===== src/logic/tcd_pkg.sv =====
// constants for the two-channel transfer request controller
package tcd_pkg;
    // register index map, word addressed
    localparam int unsigned REG_AW = 5;
    localparam logic [REG_AW-1:0] CH_STRIDE = 5'h08;
    localparam logic [2:0] RG_CTRL = 3'h0;
    localparam logic [2:0] RG_SEL = 3'h1;
    localparam logic [2:0] RG_SRC = 3'h2;
    localparam logic [2:0] RG_DST = 3'h3;
    localparam logic [2:0] RG_RELOAD = 3'h4;
    localparam logic [2:0] RG_FWD = 3'h5;
    localparam logic [2:0] RG_CNT = 3'h6;
    localparam logic [REG_AW-1:0] RG_IRQ_STAT = 5'h10;
    localparam logic [REG_AW-1:0] RG_IRQ_MASK = 5'h11;
    // control register fields
    localparam int unsigned CTL_EN = 0;
    localparam int unsigned CTL_REPEAT = 1;
    localparam int unsigned CTL_FWD_DST = 2;
    localparam int unsigned CTL_REQ = 3;
    localparam int unsigned CTL_SOFT = 4;
    // source select fields: kind in [1:0], peripheral index in [4:2]
    localparam int unsigned SEL_KIND_LSB = 0;
    localparam int unsigned SEL_PER_LSB = 2;
    localparam logic [1:0] KIND_SOFT = 2'h0;
    localparam logic [1:0] KIND_PERIPH = 2'h1;
    localparam logic [1:0] KIND_EXT_FALL = 2'h2;
    localparam logic [1:0] KIND_EXT_BOTH = 2'h3;
    // reset values
    localparam logic [4:0] SEL_RESET = 5'h00;
    localparam logic [15:0] WORD_RESET = 16'h0000;
    localparam logic [1:0] MASK_RESET = 2'h0;
    typedef enum logic [2:0] {
        ST_IDLE, ST_START, ST_READ, ST_LATCH, ST_WRITE, ST_DONE, ST_YIELD
    } tcd_state_t;
endpackage : tcd_pkg


===== src/logic/tcd_req.sv =====
// per-channel request source selection and sticky request flag
module tcd_req #(
    parameter int unsigned NPER = 8
) (
    // clock and reset
    input wire logic mclk,
    input wire logic sys_rst,
    // selection
    input wire logic [1:0] kind,
    input wire logic [2:0] per_idx,
    // request sources
    input wire logic [NPER-1:0] periph_irq,
    input wire logic ext_pin,
    input wire logic soft_trig,
    // flag control
    input wire logic sw_clear,
    input wire logic hw_clear,
    output logic event_now,
    output logic flag
);
    logic sync1_r;
    logic sync2_r;
    logic edge_r;
    logic per_hit;

    // pin is asynchronous: two stages before the edge detector
    always_ff @(posedge mclk or posedge sys_rst) begin
        if (sys_rst) begin
            sync1_r <= 1'b1;
            sync2_r <= 1'b1;
            edge_r <= 1'b1;
        end else begin
            sync1_r <= ext_pin;
            sync2_r <= sync1_r;
            edge_r <= sync2_r;
        end
    end

    assign per_hit = periph_irq[per_idx];

    always_comb begin
        unique case (kind)
            tcd_pkg::KIND_SOFT: event_now = soft_trig;
            tcd_pkg::KIND_PERIPH: event_now = per_hit;
            tcd_pkg::KIND_EXT_FALL: event_now = edge_r & ~sync2_r;
            tcd_pkg::KIND_EXT_BOTH: event_now = edge_r ^ sync2_r;
        endcase
    end

    // a new event beats a clear in the same cycle
    always_ff @(posedge mclk or posedge sys_rst) begin
        if (sys_rst) begin
            flag <= 1'b0;
        end else if (event_now) begin
            flag <= 1'b1;
        end else if (sw_clear || hw_clear) begin
            flag <= 1'b0;
        end
    end
endmodule : tcd_req


===== src/logic/tcd_ctrl.sv =====
// two-channel transfer controller: activation, requests, priority, bus hand-back
// What this block does
// - enable write activates; first transfer loads forward pointer from incrementing pointer
// - first transfer after activation loads counter from reload register
// - writing one to enable again repeats both reloads at next transfer
// - each channel requests from one preselected internal or external source
// - request flag sets on its event whether enabled or not
// - hardware clears request flag just before its transfer starts
// - software may write zero to clear the flag; writing one does nothing
// - peripheral requests set the flag with their interrupt request timing
// - external pin requests set the flag on the selected pin edge
// - simultaneous requests set both flags; channel zero transfers first
// - each transfer returns the bus; a channel pending at hand-back waits for one CPU access
// - single mode: underflow clears enable, channel goes inactive
// - repeat mode: underflow reloads counter, channel stays active
// - underflow raises the channel interrupt request
module tcd_ctrl #(
    parameter int unsigned AW = 16,
    parameter int unsigned DW = 16,
    parameter int unsigned CW = 16,
    parameter int unsigned NPER = 8
) (
    // clock and reset
    input wire logic mclk,
    input wire logic sys_rst,
    // register port
    input wire logic [tcd_pkg::REG_AW-1:0] reg_addr,
    input wire logic [15:0] reg_wdata,
    input wire logic reg_wr,
    input wire logic reg_rd,
    output logic [15:0] reg_rdata,
    // request sources
    input wire logic [NPER-1:0] periph_irq,
    input wire logic [1:0] ext_irq_pin,
    // memory bus
    input wire logic cpu_access_done,
    output logic bus_hold,
    output logic [AW-1:0] mem_addr,
    output logic mem_rd,
    output logic mem_wr,
    output logic [DW-1:0] mem_wdata,
    input wire logic [DW-1:0] mem_rdata,
    // interrupt
    output logic irq
);
    tcd_pkg::tcd_state_t state_r;
    logic cur_r;
    logic [1:0] en_r;
    logic [1:0] repeat_r;
    logic [1:0] fwd_dst_r;
    logic [1:0] reload_pend_r;
    logic [4:0] sel_r [2];
    logic [AW-1:0] src_r [2];
    logic [AW-1:0] dst_r [2];
    logic [AW-1:0] fwd_r [2];
    logic [CW-1:0] reload_r [2];
    logic [CW-1:0] cnt_r [2];
    logic [DW-1:0] data_r;
    logic [1:0] irq_st_r;
    logic [1:0] irq_mask_r;
    logic [1:0] irq_st_nxt;
    logic [1:0] flag;
    logic [1:0] ev;
    logic [1:0] go;
    logic [1:0] ctrl_wr;
    logic [1:0] hw_clear;
    logic [1:0] underflow;
    logic stat_rd;
    logic [AW-1:0] src_addr;
    logic [AW-1:0] dst_addr;

    always_comb begin
        for (int c = 0; c < 2; c++) begin
            ctrl_wr[c] = reg_wr && reg_addr == ((c == 0) ? 5'h00 : tcd_pkg::CH_STRIDE);
            go[c] = en_r[c] & flag[c];
            hw_clear[c] = (state_r == tcd_pkg::ST_START) && (cur_r == c[0]);
            underflow[c] = (state_r == tcd_pkg::ST_DONE) && (cur_r == c[0])
                && (cnt_r[c] == '0);
        end
    end

    for (genvar g = 0; g < 2; g++) begin : g_req
        tcd_req #(.NPER(NPER)) u_req (
            .mclk(mclk),
            .sys_rst(sys_rst),
            .kind(sel_r[g][tcd_pkg::SEL_KIND_LSB +: 2]),
            .per_idx(sel_r[g][tcd_pkg::SEL_PER_LSB +: 3]),
            .periph_irq(periph_irq),
            .ext_pin(ext_irq_pin[g]),
            .soft_trig(ctrl_wr[g] && reg_wdata[tcd_pkg::CTL_SOFT]),
            .sw_clear(ctrl_wr[g] && !reg_wdata[tcd_pkg::CTL_REQ]),
            .hw_clear(hw_clear[g]),
            .event_now(ev[g]),
            .flag(flag[g])
        );
    end

    // the fixed side uses its own pointer, the incrementing side the working pointer
    assign src_addr = fwd_dst_r[cur_r] ? src_r[cur_r] : fwd_r[cur_r];
    assign dst_addr = fwd_dst_r[cur_r] ? fwd_r[cur_r] : dst_r[cur_r];

    // channel configuration registers
    always_ff @(posedge mclk or posedge sys_rst) begin
        if (sys_rst) begin
            repeat_r <= 2'h0;
            fwd_dst_r <= 2'h0;
            for (int c = 0; c < 2; c++) begin
                sel_r[c] <= tcd_pkg::SEL_RESET;
                src_r[c] <= AW'(tcd_pkg::WORD_RESET);
                dst_r[c] <= AW'(tcd_pkg::WORD_RESET);
                reload_r[c] <= CW'(tcd_pkg::WORD_RESET);
            end
        end else if (reg_wr) begin
            for (int c = 0; c < 2; c++) begin
                if (reg_addr[4] == 1'b0 && reg_addr[3] == c[0]) begin
                    unique case (reg_addr[2:0])
                        tcd_pkg::RG_CTRL: begin
                            repeat_r[c] <= reg_wdata[tcd_pkg::CTL_REPEAT];
                            fwd_dst_r[c] <= reg_wdata[tcd_pkg::CTL_FWD_DST];
                        end
                        tcd_pkg::RG_SEL: sel_r[c] <= reg_wdata[4:0];
                        // a fixed-address pointer only takes writes while its channel is disabled
                        tcd_pkg::RG_SRC: begin
                            if (!fwd_dst_r[c] || !en_r[c]) begin
                                src_r[c] <= reg_wdata[AW-1:0];
                            end
                        end
                        tcd_pkg::RG_DST: begin
                            if (fwd_dst_r[c] || !en_r[c]) begin
                                dst_r[c] <= reg_wdata[AW-1:0];
                            end
                        end
                        tcd_pkg::RG_RELOAD: reload_r[c] <= reg_wdata[CW-1:0];
                        default: begin
                        end
                    endcase
                end
            end
        end
    end

    // enable, reload and working counters
    always_ff @(posedge mclk or posedge sys_rst) begin
        if (sys_rst) begin
            en_r <= 2'h0;
            reload_pend_r <= 2'h0;
            for (int c = 0; c < 2; c++) begin
                fwd_r[c] <= AW'(tcd_pkg::WORD_RESET);
                cnt_r[c] <= CW'(tcd_pkg::WORD_RESET);
            end
        end else begin
            for (int c = 0; c < 2; c++) begin
                if (hw_clear[c] && reload_pend_r[c]) begin
                    fwd_r[c] <= fwd_dst_r[c] ? dst_r[c] : src_r[c];
                    cnt_r[c] <= reload_r[c];
                    reload_pend_r[c] <= 1'b0;
                end
                if (state_r == tcd_pkg::ST_DONE && cur_r == c[0]) begin
                    fwd_r[c] <= fwd_r[c] + AW'(1);
                    if (underflow[c] && repeat_r[c]) begin
                        cnt_r[c] <= reload_r[c];
                    end else if (underflow[c]) begin
                        en_r[c] <= 1'b0;
                    end else begin
                        cnt_r[c] <= cnt_r[c] - CW'(1);
                    end
                end
                // a fresh software write overrides the hardware update
                if (ctrl_wr[c]) begin
                    en_r[c] <= reg_wdata[tcd_pkg::CTL_EN];
                    if (reg_wdata[tcd_pkg::CTL_EN]) begin
                        reload_pend_r[c] <= 1'b1;
                    end
                end
            end
        end
    end

    // transfer sequencer
    always_ff @(posedge mclk or posedge sys_rst) begin
        if (sys_rst) begin
            state_r <= tcd_pkg::ST_IDLE;
            cur_r <= 1'b0;
            bus_hold <= 1'b0;
            mem_addr <= '0;
            mem_rd <= 1'b0;
            mem_wr <= 1'b0;
            mem_wdata <= '0;
            data_r <= '0;
        end else begin
            mem_rd <= 1'b0;
            mem_wr <= 1'b0;
            unique case (state_r)
                tcd_pkg::ST_IDLE: begin
                    if (go != 2'h0) begin
                        cur_r <= !go[0];
                        bus_hold <= 1'b1;
                        state_r <= tcd_pkg::ST_START;
                    end
                end
                tcd_pkg::ST_START: state_r <= tcd_pkg::ST_READ;
                tcd_pkg::ST_READ: begin
                    mem_addr <= src_addr;
                    mem_rd <= 1'b1;
                    state_r <= tcd_pkg::ST_LATCH;
                end
                tcd_pkg::ST_LATCH: state_r <= tcd_pkg::ST_WRITE;
                tcd_pkg::ST_WRITE: begin
                    data_r <= mem_rdata;
                    mem_addr <= dst_addr;
                    mem_wdata <= mem_rdata;
                    mem_wr <= 1'b1;
                    state_r <= tcd_pkg::ST_DONE;
                end
                tcd_pkg::ST_DONE: begin
                    bus_hold <= 1'b0;
                    state_r <= tcd_pkg::ST_YIELD;
                end
                tcd_pkg::ST_YIELD: begin
                    // a pending channel waits for one cpu access before taking the bus
                    if (go == 2'h0 || cpu_access_done) begin
                        state_r <= tcd_pkg::ST_IDLE;
                    end
                end
            endcase
        end
    end

    // interrupt status, read-to-clear, set wins over the clear
    assign stat_rd = reg_rd && reg_addr == tcd_pkg::RG_IRQ_STAT;
    assign irq_st_nxt = (stat_rd ? 2'h0 : irq_st_r) | underflow;

    always_ff @(posedge mclk or posedge sys_rst) begin
        if (sys_rst) begin
            irq_st_r <= 2'h0;
            irq_mask_r <= tcd_pkg::MASK_RESET;
            irq <= 1'b0;
        end else begin
            irq_st_r <= irq_st_nxt;
            if (reg_wr && reg_addr == tcd_pkg::RG_IRQ_MASK) begin
                irq_mask_r <= reg_wdata[1:0];
                irq <= |(irq_st_nxt & reg_wdata[1:0]);
            end else begin
                irq <= |(irq_st_nxt & irq_mask_r);
            end
        end
    end

    // read data stands only in the cycle after the strobe
    always_ff @(posedge mclk or posedge sys_rst) begin
        if (sys_rst) begin
            reg_rdata <= 16'h0000;
        end else if (!reg_rd) begin
            reg_rdata <= 16'h0000;
        end else if (reg_addr == tcd_pkg::RG_IRQ_STAT) begin
            reg_rdata <= {14'h0000, irq_st_r};
        end else if (reg_addr == tcd_pkg::RG_IRQ_MASK) begin
            reg_rdata <= {14'h0000, irq_mask_r};
        end else if (reg_addr[4]) begin
            reg_rdata <= 16'h0000;
        end else begin
            unique case (reg_addr[2:0])
                tcd_pkg::RG_CTRL: reg_rdata <= {12'h000, flag[reg_addr[3]],
                    fwd_dst_r[reg_addr[3]], repeat_r[reg_addr[3]], en_r[reg_addr[3]]};
                tcd_pkg::RG_SEL: reg_rdata <= {11'h000, sel_r[reg_addr[3]]};
                tcd_pkg::RG_SRC: reg_rdata <= 16'(
                    (en_r[reg_addr[3]] && !fwd_dst_r[reg_addr[3]])
                    ? fwd_r[reg_addr[3]] : src_r[reg_addr[3]]);
                tcd_pkg::RG_DST: reg_rdata <= 16'(
                    (en_r[reg_addr[3]] && fwd_dst_r[reg_addr[3]])
                    ? fwd_r[reg_addr[3]] : dst_r[reg_addr[3]]);
                tcd_pkg::RG_RELOAD: reg_rdata <= 16'(reload_r[reg_addr[3]]);
                tcd_pkg::RG_FWD: reg_rdata <= 16'(fwd_r[reg_addr[3]]);
                tcd_pkg::RG_CNT: reg_rdata <= 16'(cnt_r[reg_addr[3]]);
                default: reg_rdata <= 16'h0000;
            endcase
        end
    end

    a_enable_activates: assert property (@(posedge mclk) disable iff (sys_rst)
        (ctrl_wr[0] && reg_wdata[tcd_pkg::CTL_EN]) |=> (en_r[0] && reload_pend_r[0]))
        else $error("enable write did not activate channel zero");
    a_pointer_reload: assert property (@(posedge mclk) disable iff (sys_rst)
        (hw_clear[0] && reload_pend_r[0] && !ctrl_wr[0]) |=>
        (fwd_r[0] == (fwd_dst_r[0] ? dst_r[0] : src_r[0])))
        else $error("forward pointer not reloaded on first transfer");
    a_count_reload: assert property (@(posedge mclk) disable iff (sys_rst)
        (hw_clear[1] && reload_pend_r[1] && !reg_wr) |=> (cnt_r[1] == $past(reload_r[1])))
        else $error("counter not reloaded on first transfer");
    a_rewrite_restart: assert property (@(posedge mclk) disable iff (sys_rst)
        (en_r[1] && ctrl_wr[1] && reg_wdata[tcd_pkg::CTL_EN]) |=>
        (reload_pend_r[1] until_with hw_clear[1]))
        else $error("second enable write lost its reload");
    a_flag_sets: assert property (@(posedge mclk) disable iff (sys_rst)
        ev[0] |=> flag[0])
        else $error("request event did not set flag");
    a_flag_hw_clear: assert property (@(posedge mclk) disable iff (sys_rst)
        (hw_clear[0] && !ev[0]) |=> !flag[0])
        else $error("flag not cleared at transfer start");
    a_flag_sw_write: assert property (@(posedge mclk) disable iff (sys_rst)
        (ctrl_wr[0] && reg_wdata[tcd_pkg::CTL_REQ] && !reg_wdata[tcd_pkg::CTL_SOFT]
        && !hw_clear[0] && !ev[0]) |=> (flag[0] == $past(flag[0])))
        else $error("writing one changed the request flag");
    a_prio_zero: assert property (@(posedge mclk) disable iff (sys_rst)
        (state_r == tcd_pkg::ST_IDLE && go == 2'h3) |=> (cur_r == 1'b0 && hw_clear[0]))
        else $error("channel one served before channel zero");
    a_bus_return: assert property (@(posedge mclk) disable iff (sys_rst)
        (state_r == tcd_pkg::ST_DONE || (state_r == tcd_pkg::ST_YIELD && go != 2'h0
        && !cpu_access_done)) |=> (!bus_hold && state_r == tcd_pkg::ST_YIELD))
        else $error("bus not handed back between transfers");
    a_single_stop: assert property (@(posedge mclk) disable iff (sys_rst)
        (underflow[0] && !repeat_r[0] && !ctrl_wr[0]) |=> !en_r[0])
        else $error("single mode stayed active after underflow");
    a_repeat_stay: assert property (@(posedge mclk) disable iff (sys_rst)
        (underflow[1] && repeat_r[1] && !reg_wr) |=> (en_r[1] && cnt_r[1] == reload_r[1]))
        else $error("repeat mode did not reload on underflow");
    a_underflow_irq: assert property (@(posedge mclk) disable iff (sys_rst)
        (underflow[0] && irq_mask_r[0] && !reg_wr) |=> (irq_st_r[0] && irq))
        else $error("underflow raised no interrupt");
endmodule : tcd_ctrl


===== config.mk =====
export PLATFORM = sky130hd
export DESIGN_NAME = tcd_ctrl
export DESIGN_NICKNAME = d
export VERILOG_FILES = /design/src/logic/tcd_pkg.sv /design/src/logic/tcd_req.sv /design/src/logic/tcd_ctrl.sv
export SDC_FILE = /design/constraint.sdc
export NUM_CORES = 1
export LEC_CHECK = 0
export ABC_AREA = 1
export BUFFER_PORTS_ARGS = -buffer_cell sky130_fd_sc_hd__buf_2
export CORE_ASPECT_RATIO = 1.1
export CORE_MARGIN = 8
export CORE_UTILIZATION = 50
export DETAILED_ROUTE_END_ITERATION = 12
export PLACE_DENSITY = 0.83
export SLEW_MARGIN = 20
export SYNTH_ARGS = -nofsm -noshare
export SYNTH_HDL_FRONTEND = slang
export SYNTH_SLANG_ARGS = --single-unit

===== constraint.sdc =====
create_clock -name mclk -period 10.31 [get_ports mclk]
set_input_delay 3.093 -clock mclk [delete_from_list [all_inputs] [get_ports mclk]]
set_output_delay 3.093 -clock mclk [all_outputs]
set_load 0.02 [all_outputs]

==> results.py, run 1 <==
metrics = {
    "logic_synthesis": {
        "syn_avg_cell_area_um2": 7.084,
        "synthesized_area_mm2": 0.01462,
        "syn_nets": 2124,
        "synth_edf_count": 0,
        "ys_dominant_reg_cell": "dfrtp_1",
        "netlist-cell-type-count": 49,
        "async_set_or_reset_register_ratio_after_synthesis_pct": 100.0,
        "yosysSeqAreaShare_pct": 42.15,
        "post_synth_inst_count": 2064,
        "synth.ff_latch_count": 246,
        "synth-warning-count": 0,
    },
    "cts": {
        "numClockSinks": 246,
        "cts_setup_buffers": 0,
        "clock_latency_ns": 0.55,
        "cts.hold.buffers_added": 0,
        "cts-buffers-inserted": 27,
        "ctsRootBufferMaster": "clkbuf_16",
        "htreeDepth": 1,
        "number_of_buffers_on_the_longest_clock_path": 3,
        "clkSlewWorstSetupHoldPaths_ns": 0.07,
        "post_cts_resized": 0,
        "clock_tree_from_tritoncts": "built",
    },
    "placed_design": {
        "place_hpwl_um": 35500,
        "port-buffer-count": 103,
        "preCtsSetupSlack_ns": 4.663,
        "gp_congestion": 1.003,
    },
    "sta": {
        "hold_viol": 0,
        "drv_slew": 0,
        "finalSetupViolations": 0,
        "final.hold.worst_slack_ns": 0.3582,
        "worst_slew_pin_slew_ns": 1.037,
        "max-slew-margin-rel_pct": 30.58,
        "min_period_over_period_pct": 51.41,
        "max_freq_ghz": 0.1887,
        "layout_min_cycle_time_ns": 5.301,
        "final.setup_skew_ns": 0.02170,
        "rsz_0062_raised_after_global_routing": "false",
        "sum_of_negative_setup_slack_ns": 0,
        "setup_ws_ns": 5.009,
    },
    "setup_path": {
        "timing_worst_setup_path_type": "primary input to flip-flop",
        "crit_fanout": 52,
        "timing.critical_path.arrival_ns": 5.75,
        "critical_path.reg2reg.startpoint": "cur_r$_DFFE_PP0P_",
        "data_required_time_at_the_worst_endpoint_ns": 10.76,
        "startpoint_type": "primary input",
        "worstSetupStartpoint": "reg_addr[3]",
        "setup.worst_path.end_class": "flip-flop",
    },
    "floorplan": {
        "initial_core_utilization_pct": 50.93,
        "area_enclosed_by_the_die_boundary_mm2": 0.03498,
        "core_mm2": 0.02871,
        "die_h_um": 195.4,
        "pin_count": 104,
        "fp-row-count": 65,
        "dieWidth_um": 179.0,
    },
    "routing": {
        "routed_via_density": 5.986,
        "avgRoutedWirePerCell_um": 20.00,
        "firstDrtPassIters": 6,
        "wirelength_um": 49900,
        "final_antenna_net_count": 0,
        "num_vias": 14940,
        "detail_route.drc_violations": 0,
        "initialDrtViolationCount": 1880,
    },
    "cells_and_area": {
        "mostFrequentLayoutCells": "nand2_1 (693), o21ai_0 (289), dfrtp_1 (239)",
        "layout.cells.most_common": "nand2_1",
        "fillcell_total": 2667,
        "flow.area_growth_from_synthesis_pct": 10.93,
        "fin_nets": 2167,
        "final_layout_size_suffix_gt1_share_pct": 9.873,
        "num_antenna_cells": 0,
    },
    "grt": {
        "grt_pass1_vias": 14160,
        "grt.total_usage_pct": 28.23,
        "first_pass_grt_wire_length_um": 78220,
        "grt_start_max_net_pins": 135,
        "grt_antenna_before_repair": 0,
        "total_grt_overflow": 0,
    },
    "power": {
        "pwr_density_cell_mw_per_mm2": 266.3,
        "p_leak_nw": 7.723,
        "ir_drop_mv": 0.2020,
    },
    "min_path": {
        "kind_of_path_behind_the_tightest_hold_check": "flip-flop to flip-flop",
        "timing.hold.worst.start": "g_req[0].u_req.sync1_r$_DFF_PP1_",
    },
    "job": {
        "drv.max_cap_violation_count": 0,
    },
    "outcome": {
        "outcome": "finished clean",
    },
}
state kept, by name, summed over array words and instances, names as in the netlist, 3 cells and up:
register   cells
sel_r         10
reg_rdata     16
reload_r      32
fwd_r         32
mem_wdata     16
cnt_r         32
mem_addr      16
dst_r         32
state_r        3
src_r         32
area by class of cell:
cell class | instances | area (µm²) | area share (%)
well taps | 368 | 460.4 | 2.839
clock buffers | 34 | 762.0 | 4.698
multi-input cells | 1524 | 7283 | 44.90
flip-flops and latches | 246 | 6165 | 38.01
repair buffers | 114 | 600.6 | 3.703
clock inverters | 15 | 212.7 | 1.311
inverters | 194 | 735.7 | 4.536
kinds of logic (layout without fill, tap and decap cells):
| family | count (synthesis) | count (layout) | synth area share, % |
|---|---|---|---|
| DFF | 246 | 246 | 42.15 |
| AOI/OAI and AO/OA | 519 | 519 | 20.08 |
| and+or+nand+nor | 971 | 971 | 27.37 |
| muxes | 4 | 4 | 0.2824 |
| buffers and inverters | 294 | 357 | 8.112 |
| xor gates and xnor gates | 22 | 22 | 1.318 |
| adders and majority gates | 8 | 8 | 0.6846 |
power breakdown:
| part | total [mW] | internal (mW) | switching [mW] |
|---|---|---|---|
| clock | 1.07 | 0.648 | 0.420 |
| sequential | 1.58 | 1.26 | 0.315 |
| combinational | 1.67 | 0.535 | 1.14 |
worst max-delay path, cell delays in order:
cell	delay, ns
buf_4	0.23
inv_2	0.66
nand2_1	0.10
nand2_1	0.17
nand2_1	0.53
inv_1	0.46
nand2_1	0.08
nand3_1	0.10
nand4_1	0.14
nand2_1	0.11
inv_1	0.04
final timing paths:
| kind | end | slack [ns] | depth (start not counted) |
|---|---|---|---|
| max in group asynchronous | fwd_r[11]$_DFFE_PP0P_ | 6.26 | 3 |
| worst min register to register | g_req[0].u_req.sync2_r$_DFF_PP1_ | 0.36 | 0 |
| worst max register to register | cnt_r[12]$_DFF_PP0_ | 7.03 | 9 |
| worst min-delay path | g_req[0].u_req.sync2_r$_DFF_PP1_ | 0.36 | 0 |
| min in group asynchronous | src_r[19]$_DFFE_PP0P_ | 2.73 | 2 |
| worst max-delay path | reg_rdata[4]$_DFF_PP0_ | 5.01 | 11 |
metrics by stage:
stage,std cells,power (mW),util (%),cell area (µm²)
final,2495,4.319,56.50,16220
after global routing,2495,4.588,56.50,16220
after CTS,2495,4.286,56.47,16210
after detailed placement,2446,3.213,53.07,15240
after global placement,2446,3.166,53.07,15240
after floorplan,2064,2.689,-,14620
cell usage after synthesis (all sizes together), types with 18 or more instances:
| cell type | n | area share [%] |
|---|---|---|
| buf | 57 | 2.0 |
| xor2 | 21 | 1.3 |
| nand2 | 696 | 18 |
| a31oi | 18 | 0.77 |
| clkbuf | 43 | 1.1 |
| o21ai | 311 | 11 |
| nand3 | 104 | 3.7 |
| nor3 | 21 | 0.72 |
| o211ai | 84 | 4.3 |
| dfrtp | 240 | 41 |
| nor2 | 131 | 4.0 |
| inv | 193 | 5.0 |
| a21oi | 67 | 2.3 |
metal layers:
metal / up-vias / track usage [%] / part of all wire, %
li1: 6908 / - / -
met1: 7042 / 37.60 / 40
met2: 807 / 43.03 / 45
met3: 179 / 3.995 / 8.8
met4: 0 / 16.64 / 6.7
met5: - / 0 / 0
Note: power is estimated with default switching activity, not from simulation.
==> inputs of run 2 (changes only) <==
--- a/config.mk
+++ b/config.mk
@@ -5,13 +5,13 @@
 export SDC_FILE = /design/constraint.sdc
 export NUM_CORES = 1
 export LEC_CHECK = 0
-export ABC_AREA = 1
+export ABC_AREA = 0
 export BUFFER_PORTS_ARGS = -buffer_cell sky130_fd_sc_hd__buf_2
 export CORE_ASPECT_RATIO = 1.1
 export CORE_MARGIN = 8
 export CORE_UTILIZATION = 50
 export DETAILED_ROUTE_END_ITERATION = 12
-export PLACE_DENSITY = 0.83
+export PLACE_DENSITY = 0.8
 export SLEW_MARGIN = 20
 export SYNTH_ARGS = -nofsm -noshare
 export SYNTH_HDL_FRONTEND = slang
==> constraint.sdc (replaced) <==
create_clock -name mclk -period 5.1 [get_ports mclk]
set_input_delay 1.53 -clock mclk [delete_from_list [all_inputs] [get_ports mclk]]
set_output_delay 1.53 -clock mclk [all_outputs]
set_load 0.02 [all_outputs]
==> results.py, run 2 <==
metrics = {
    "logic_synthesis": {
        "synth_edf_count": 0,
        "ys_top_cells_by_count": "dfrtp_1 (240), nand2_1 (177), mux2i_1 (169)",
        "synthesized_area_mm2": 0.01451,
        "yosysSeqAreaShare_pct": 42.47,
        "synth_top_cells_by_area": "dfrtp_1 (41%), mux2i_1 (12%), mux2_2 (11%)",
        "synth.most_common_cell": "dfrtp_1",
        "synth-warning-count": 0,
        "post_synth_inst_count": 1455,
        "ys_dominant_reg_cell": "dfrtp_1",
        "async_set_or_reset_register_ratio_after_synthesis_pct": 100.0,
        "syn_nets": 1515,
        "netlist-cell-type-count": 78,
        "synthDominantAreaCellType": "dfrtp_1",
        "synth.ff_latch_count": 246,
        "syn_avg_cell_area_um2": 9.973,
        "synth_top_area_share_pct": 41.39,
    },
    "sta": {
        "hold_viol": 0,
        "drv_slew": 0,
        "final.setup_skew_ns": 0.02354,
        "worst_slew_pin_slew_ns": 1.110,
        "max_freq_ghz": 0.3069,
        "min_period_over_period_pct": 63.89,
        "layout_min_cycle_time_ns": 3.258,
        "rsz_0062_raised_after_global_routing": "false",
        "max-slew-margin-rel_pct": 24.52,
        "sum_of_negative_setup_slack_ns": 0,
        "finalSetupViolations": 0,
    },
    "cells_and_area": {
        "layout.cells.non_filler": 1890,
        "layout.cells.most_common": "dfrtp_1",
        "flow.area_growth_from_synthesis_pct": 12.15,
        "final_layout_size_suffix_gt1_share_pct": 23.00,
        "fin_nets": 1561,
        "mostFrequentLayoutCells": "dfrtp_1 (237), nand2_1 (177), mux2i_1 (168)",
        "layout.cell_area.non_filler_mm2": 0.01627,
        "num_antenna_cells": 0,
    },
    "cts": {
        "numClockSinks": 246,
        "cts_setup_buffers": 0,
        "clock_tree_from_tritoncts": "built",
        "clock_latency_ns": 0.55,
        "cts.hold.buffers_added": 0,
        "htreeDepth": 1,
        "ctsRootBufferMaster": "clkbuf_16",
        "clkSlewWorstSetupHoldPaths_ns": 0.06,
        "cts-buffers-inserted": 27,
        "post_cts_resized": 0,
        "number_of_buffers_on_the_longest_clock_path": 3,
    },
    "setup_path": {
        "crit_fanout": 32,
        "startpoint_type": "primary input",
        "data_required_time_at_the_worst_endpoint_ns": 5.48,
        "crit_slowest_cell": "buf_4",
        "critPathMaxStageDelay_ns": 0.54,
        "timing.critical_path.arrival_ns": 3.64,
        "cp_cell_sequence": "buf_4 -> buf_4 -> mux2i_1 -> o22ai_1 -> a211o_1 -> a221oi_1 -> o22ai_1",
        "setup.worst_path.end_class": "flip-flop",
        "timing_worst_setup_path_type": "primary input to flip-flop",
    },
    "power": {
        "fin_total_pwr_mw": 8.540,
        "sw_frac_of_total_pct": 39.08,
        "power.share.sequential_pct": 39.9,
        "ir_drop_mv": 0.3373,
        "clock_power_share_pct": 25.7,
        "pwr_density_cell_mw_per_mm2": 524.7,
        "total_switching_power_mw": 3.337,
        "p_leak_nw": 7.152,
        "power.combinational.fraction_pct": 34.4,
        "cell_internal_power_mw": 5.202,
    },
    "floorplan": {
        "pin_count": 104,
        "initial_core_utilization_pct": 50.69,
        "core_mm2": 0.02863,
        "area_enclosed_by_the_die_boundary_mm2": 0.03474,
        "fp-row-count": 65,
        "dieWidth_um": 178.4,
        "die_h_um": 194.7,
    },
    "placed_design": {
        "placedInstanceArea_mm2": 0.01527,
        "place_hpwl_um": 30310,
        "gp_congestion": 0.9502,
        "place_inst": 1840,
        "port-buffer-count": 103,
    },
    "grt": {
        "grt_pass1_vias": 12410,
        "grt_start_max_net_pins": 87,
        "total_grt_overflow": 0,
        "first_pass_grt_wire_length_um": 70610,
        "grt_antenna_before_repair": 0,
        "grt.total_usage_pct": 25.33,
    },
    "routing": {
        "final_antenna_net_count": 0,
        "wirelength_um": 44400,
        "avgRoutedWirePerCell_um": 23.49,
        "routed_via_density": 6.503,
        "num_vias": 12290,
        "firstDrtPassIters": 8,
        "initialDrtViolationCount": 1327,
        "detail_route.drc_violations": 0,
    },
    "outcome": {
        "outcome": "finished clean",
    },
    "job": {
        "drv.max_cap_violation_count": 0,
    },
    "min_path": {
        "kind_of_path_behind_the_tightest_hold_check": "flip-flop to flip-flop",
    },
}
==> run 2: changes by cell type after synthesis, moves of 34 or more <==
| cell | previous run | this run |
|---|---|---|
| inv_1 | 182 | 27 |
| buf_2 | 48 | 14 |
| nand2_1 | 694 | 177 |
| clkbuf_1 | 43 | 80 |
| o21ai_0 | 289 | 50 |
| nand3_1 | 102 | 31 |
| mux2_2 | 1 | 139 |
| nor2_1 | 117 | 56 |
| mux2i_1 | 3 | 169 |
| o211ai_1 | 84 | 17 |
==> run 2: stage by stage <==
step | worst slack (ns) | utilization (%) | hold slack, ns
after global placement | 1.436 | 53.35 | 0.3468
after CTS | 1.927 | 56.84 | 0.3552
after global routing | 1.821 | 56.85 | 0.3605
after detailed placement | 1.379 | 53.35 | 0.3468
final | 1.842 | 56.85 | 0.3535
after floorplan | 0.3431 | - | 0.3452
==> run 2: cell type report <==
class / instances / area (µm²)
fill: 2442 / 12350
sequential: 246 / 6167
tap: 368 / 460.4
timing repair buffer: 128 / 730.7
inverter: 29 / 112.6
clock inverter: 11 / 209.0
clock buffer: 39 / 790.8
multi-input combinational: 1069 / 7804
==> run 2: worst paths after layout <==
| check | from | end | slack (ns) | cells past startpoint |
|---|---|---|---|---|
| min in group asynchronous | sys_rst | mem_addr[11]$_DFFE_PP0P_ | 1.16 | 2 |
| worst min-delay path | g_req[1].u_req.sync1_r$_DFF_PP1_ | g_req[1].u_req.sync2_r$_DFF_PP1_ | 0.35 | 0 |
| worst max-delay path | reg_addr[3] | reg_rdata[1]$_DFF_PP0_ | 1.84 | 7 |
| max in group asynchronous | sys_rst | cur_r$_DFFE_PP0P_ | 2.95 | 3 |
| worst max register to register | cur_r$_DFFE_PP0P_ | cnt_r[16]$_DFF_PP0_ | 2.27 | 7 |
| worst min register to register | g_req[1].u_req.sync1_r$_DFF_PP1_ | g_req[1].u_req.sync2_r$_DFF_PP1_ | 0.35 | 0 |
==> run 2: per-layer routing <==
metal | GRT usage (%) | wire length [µm] | vias up | share of wire (%)
li1 | - | - | 5494 | -
met1 | 32.45 | 17900 | 6073 | 40
met2 | 40.27 | 20820 | 599 | 47
met3 | 5.060 | 3562 | 125 | 8.0
met4 | 12.23 | 2115 | 0 | 4.8
met5 | 0 | 0 | - | 0
==> run 2: critical path: cells and delay by family <==
kind                   cells  cell delay [ns]
multiplexers               1             0.40
AO/OA/AOI/OAI              4             0.79
buffers and inverters      2             0.88
==> run 2: logic make-up (layout without fill, tap and decap cells) <==
family / after synthesis / after routing / share of synthesized area, %
buffers and inverters: 140 / 207 / 3.794
adders and majority gates: 8 / 8 / 0.6898
AOI/OAI and AO/OA: 323 / 323 / 14.81
muxes: 313 / 313 / 23.22
DFF: 246 / 246 / 42.47
and+or+nand+nor: 410 / 410 / 14.11
xor gates and xnor gates: 15 / 15 / 0.9054
==> run 2: power by group through the flow <==
| stage | Clock (mW) | Sequential (mW) | Combinational [mW] |
|---|---|---|---|
| after global routing | 2.30 | 3.50 | 3.24 |
| after detailed placement | 0 | 3.40 | 2.90 |
| after CTS | 2.22 | 3.38 | 2.92 |
| final | 2.19 | 3.41 | 2.94 |
| after global placement | 0 | 3.37 | 2.81 |
| after floorplan | 0 | 3.22 | 2.15 |
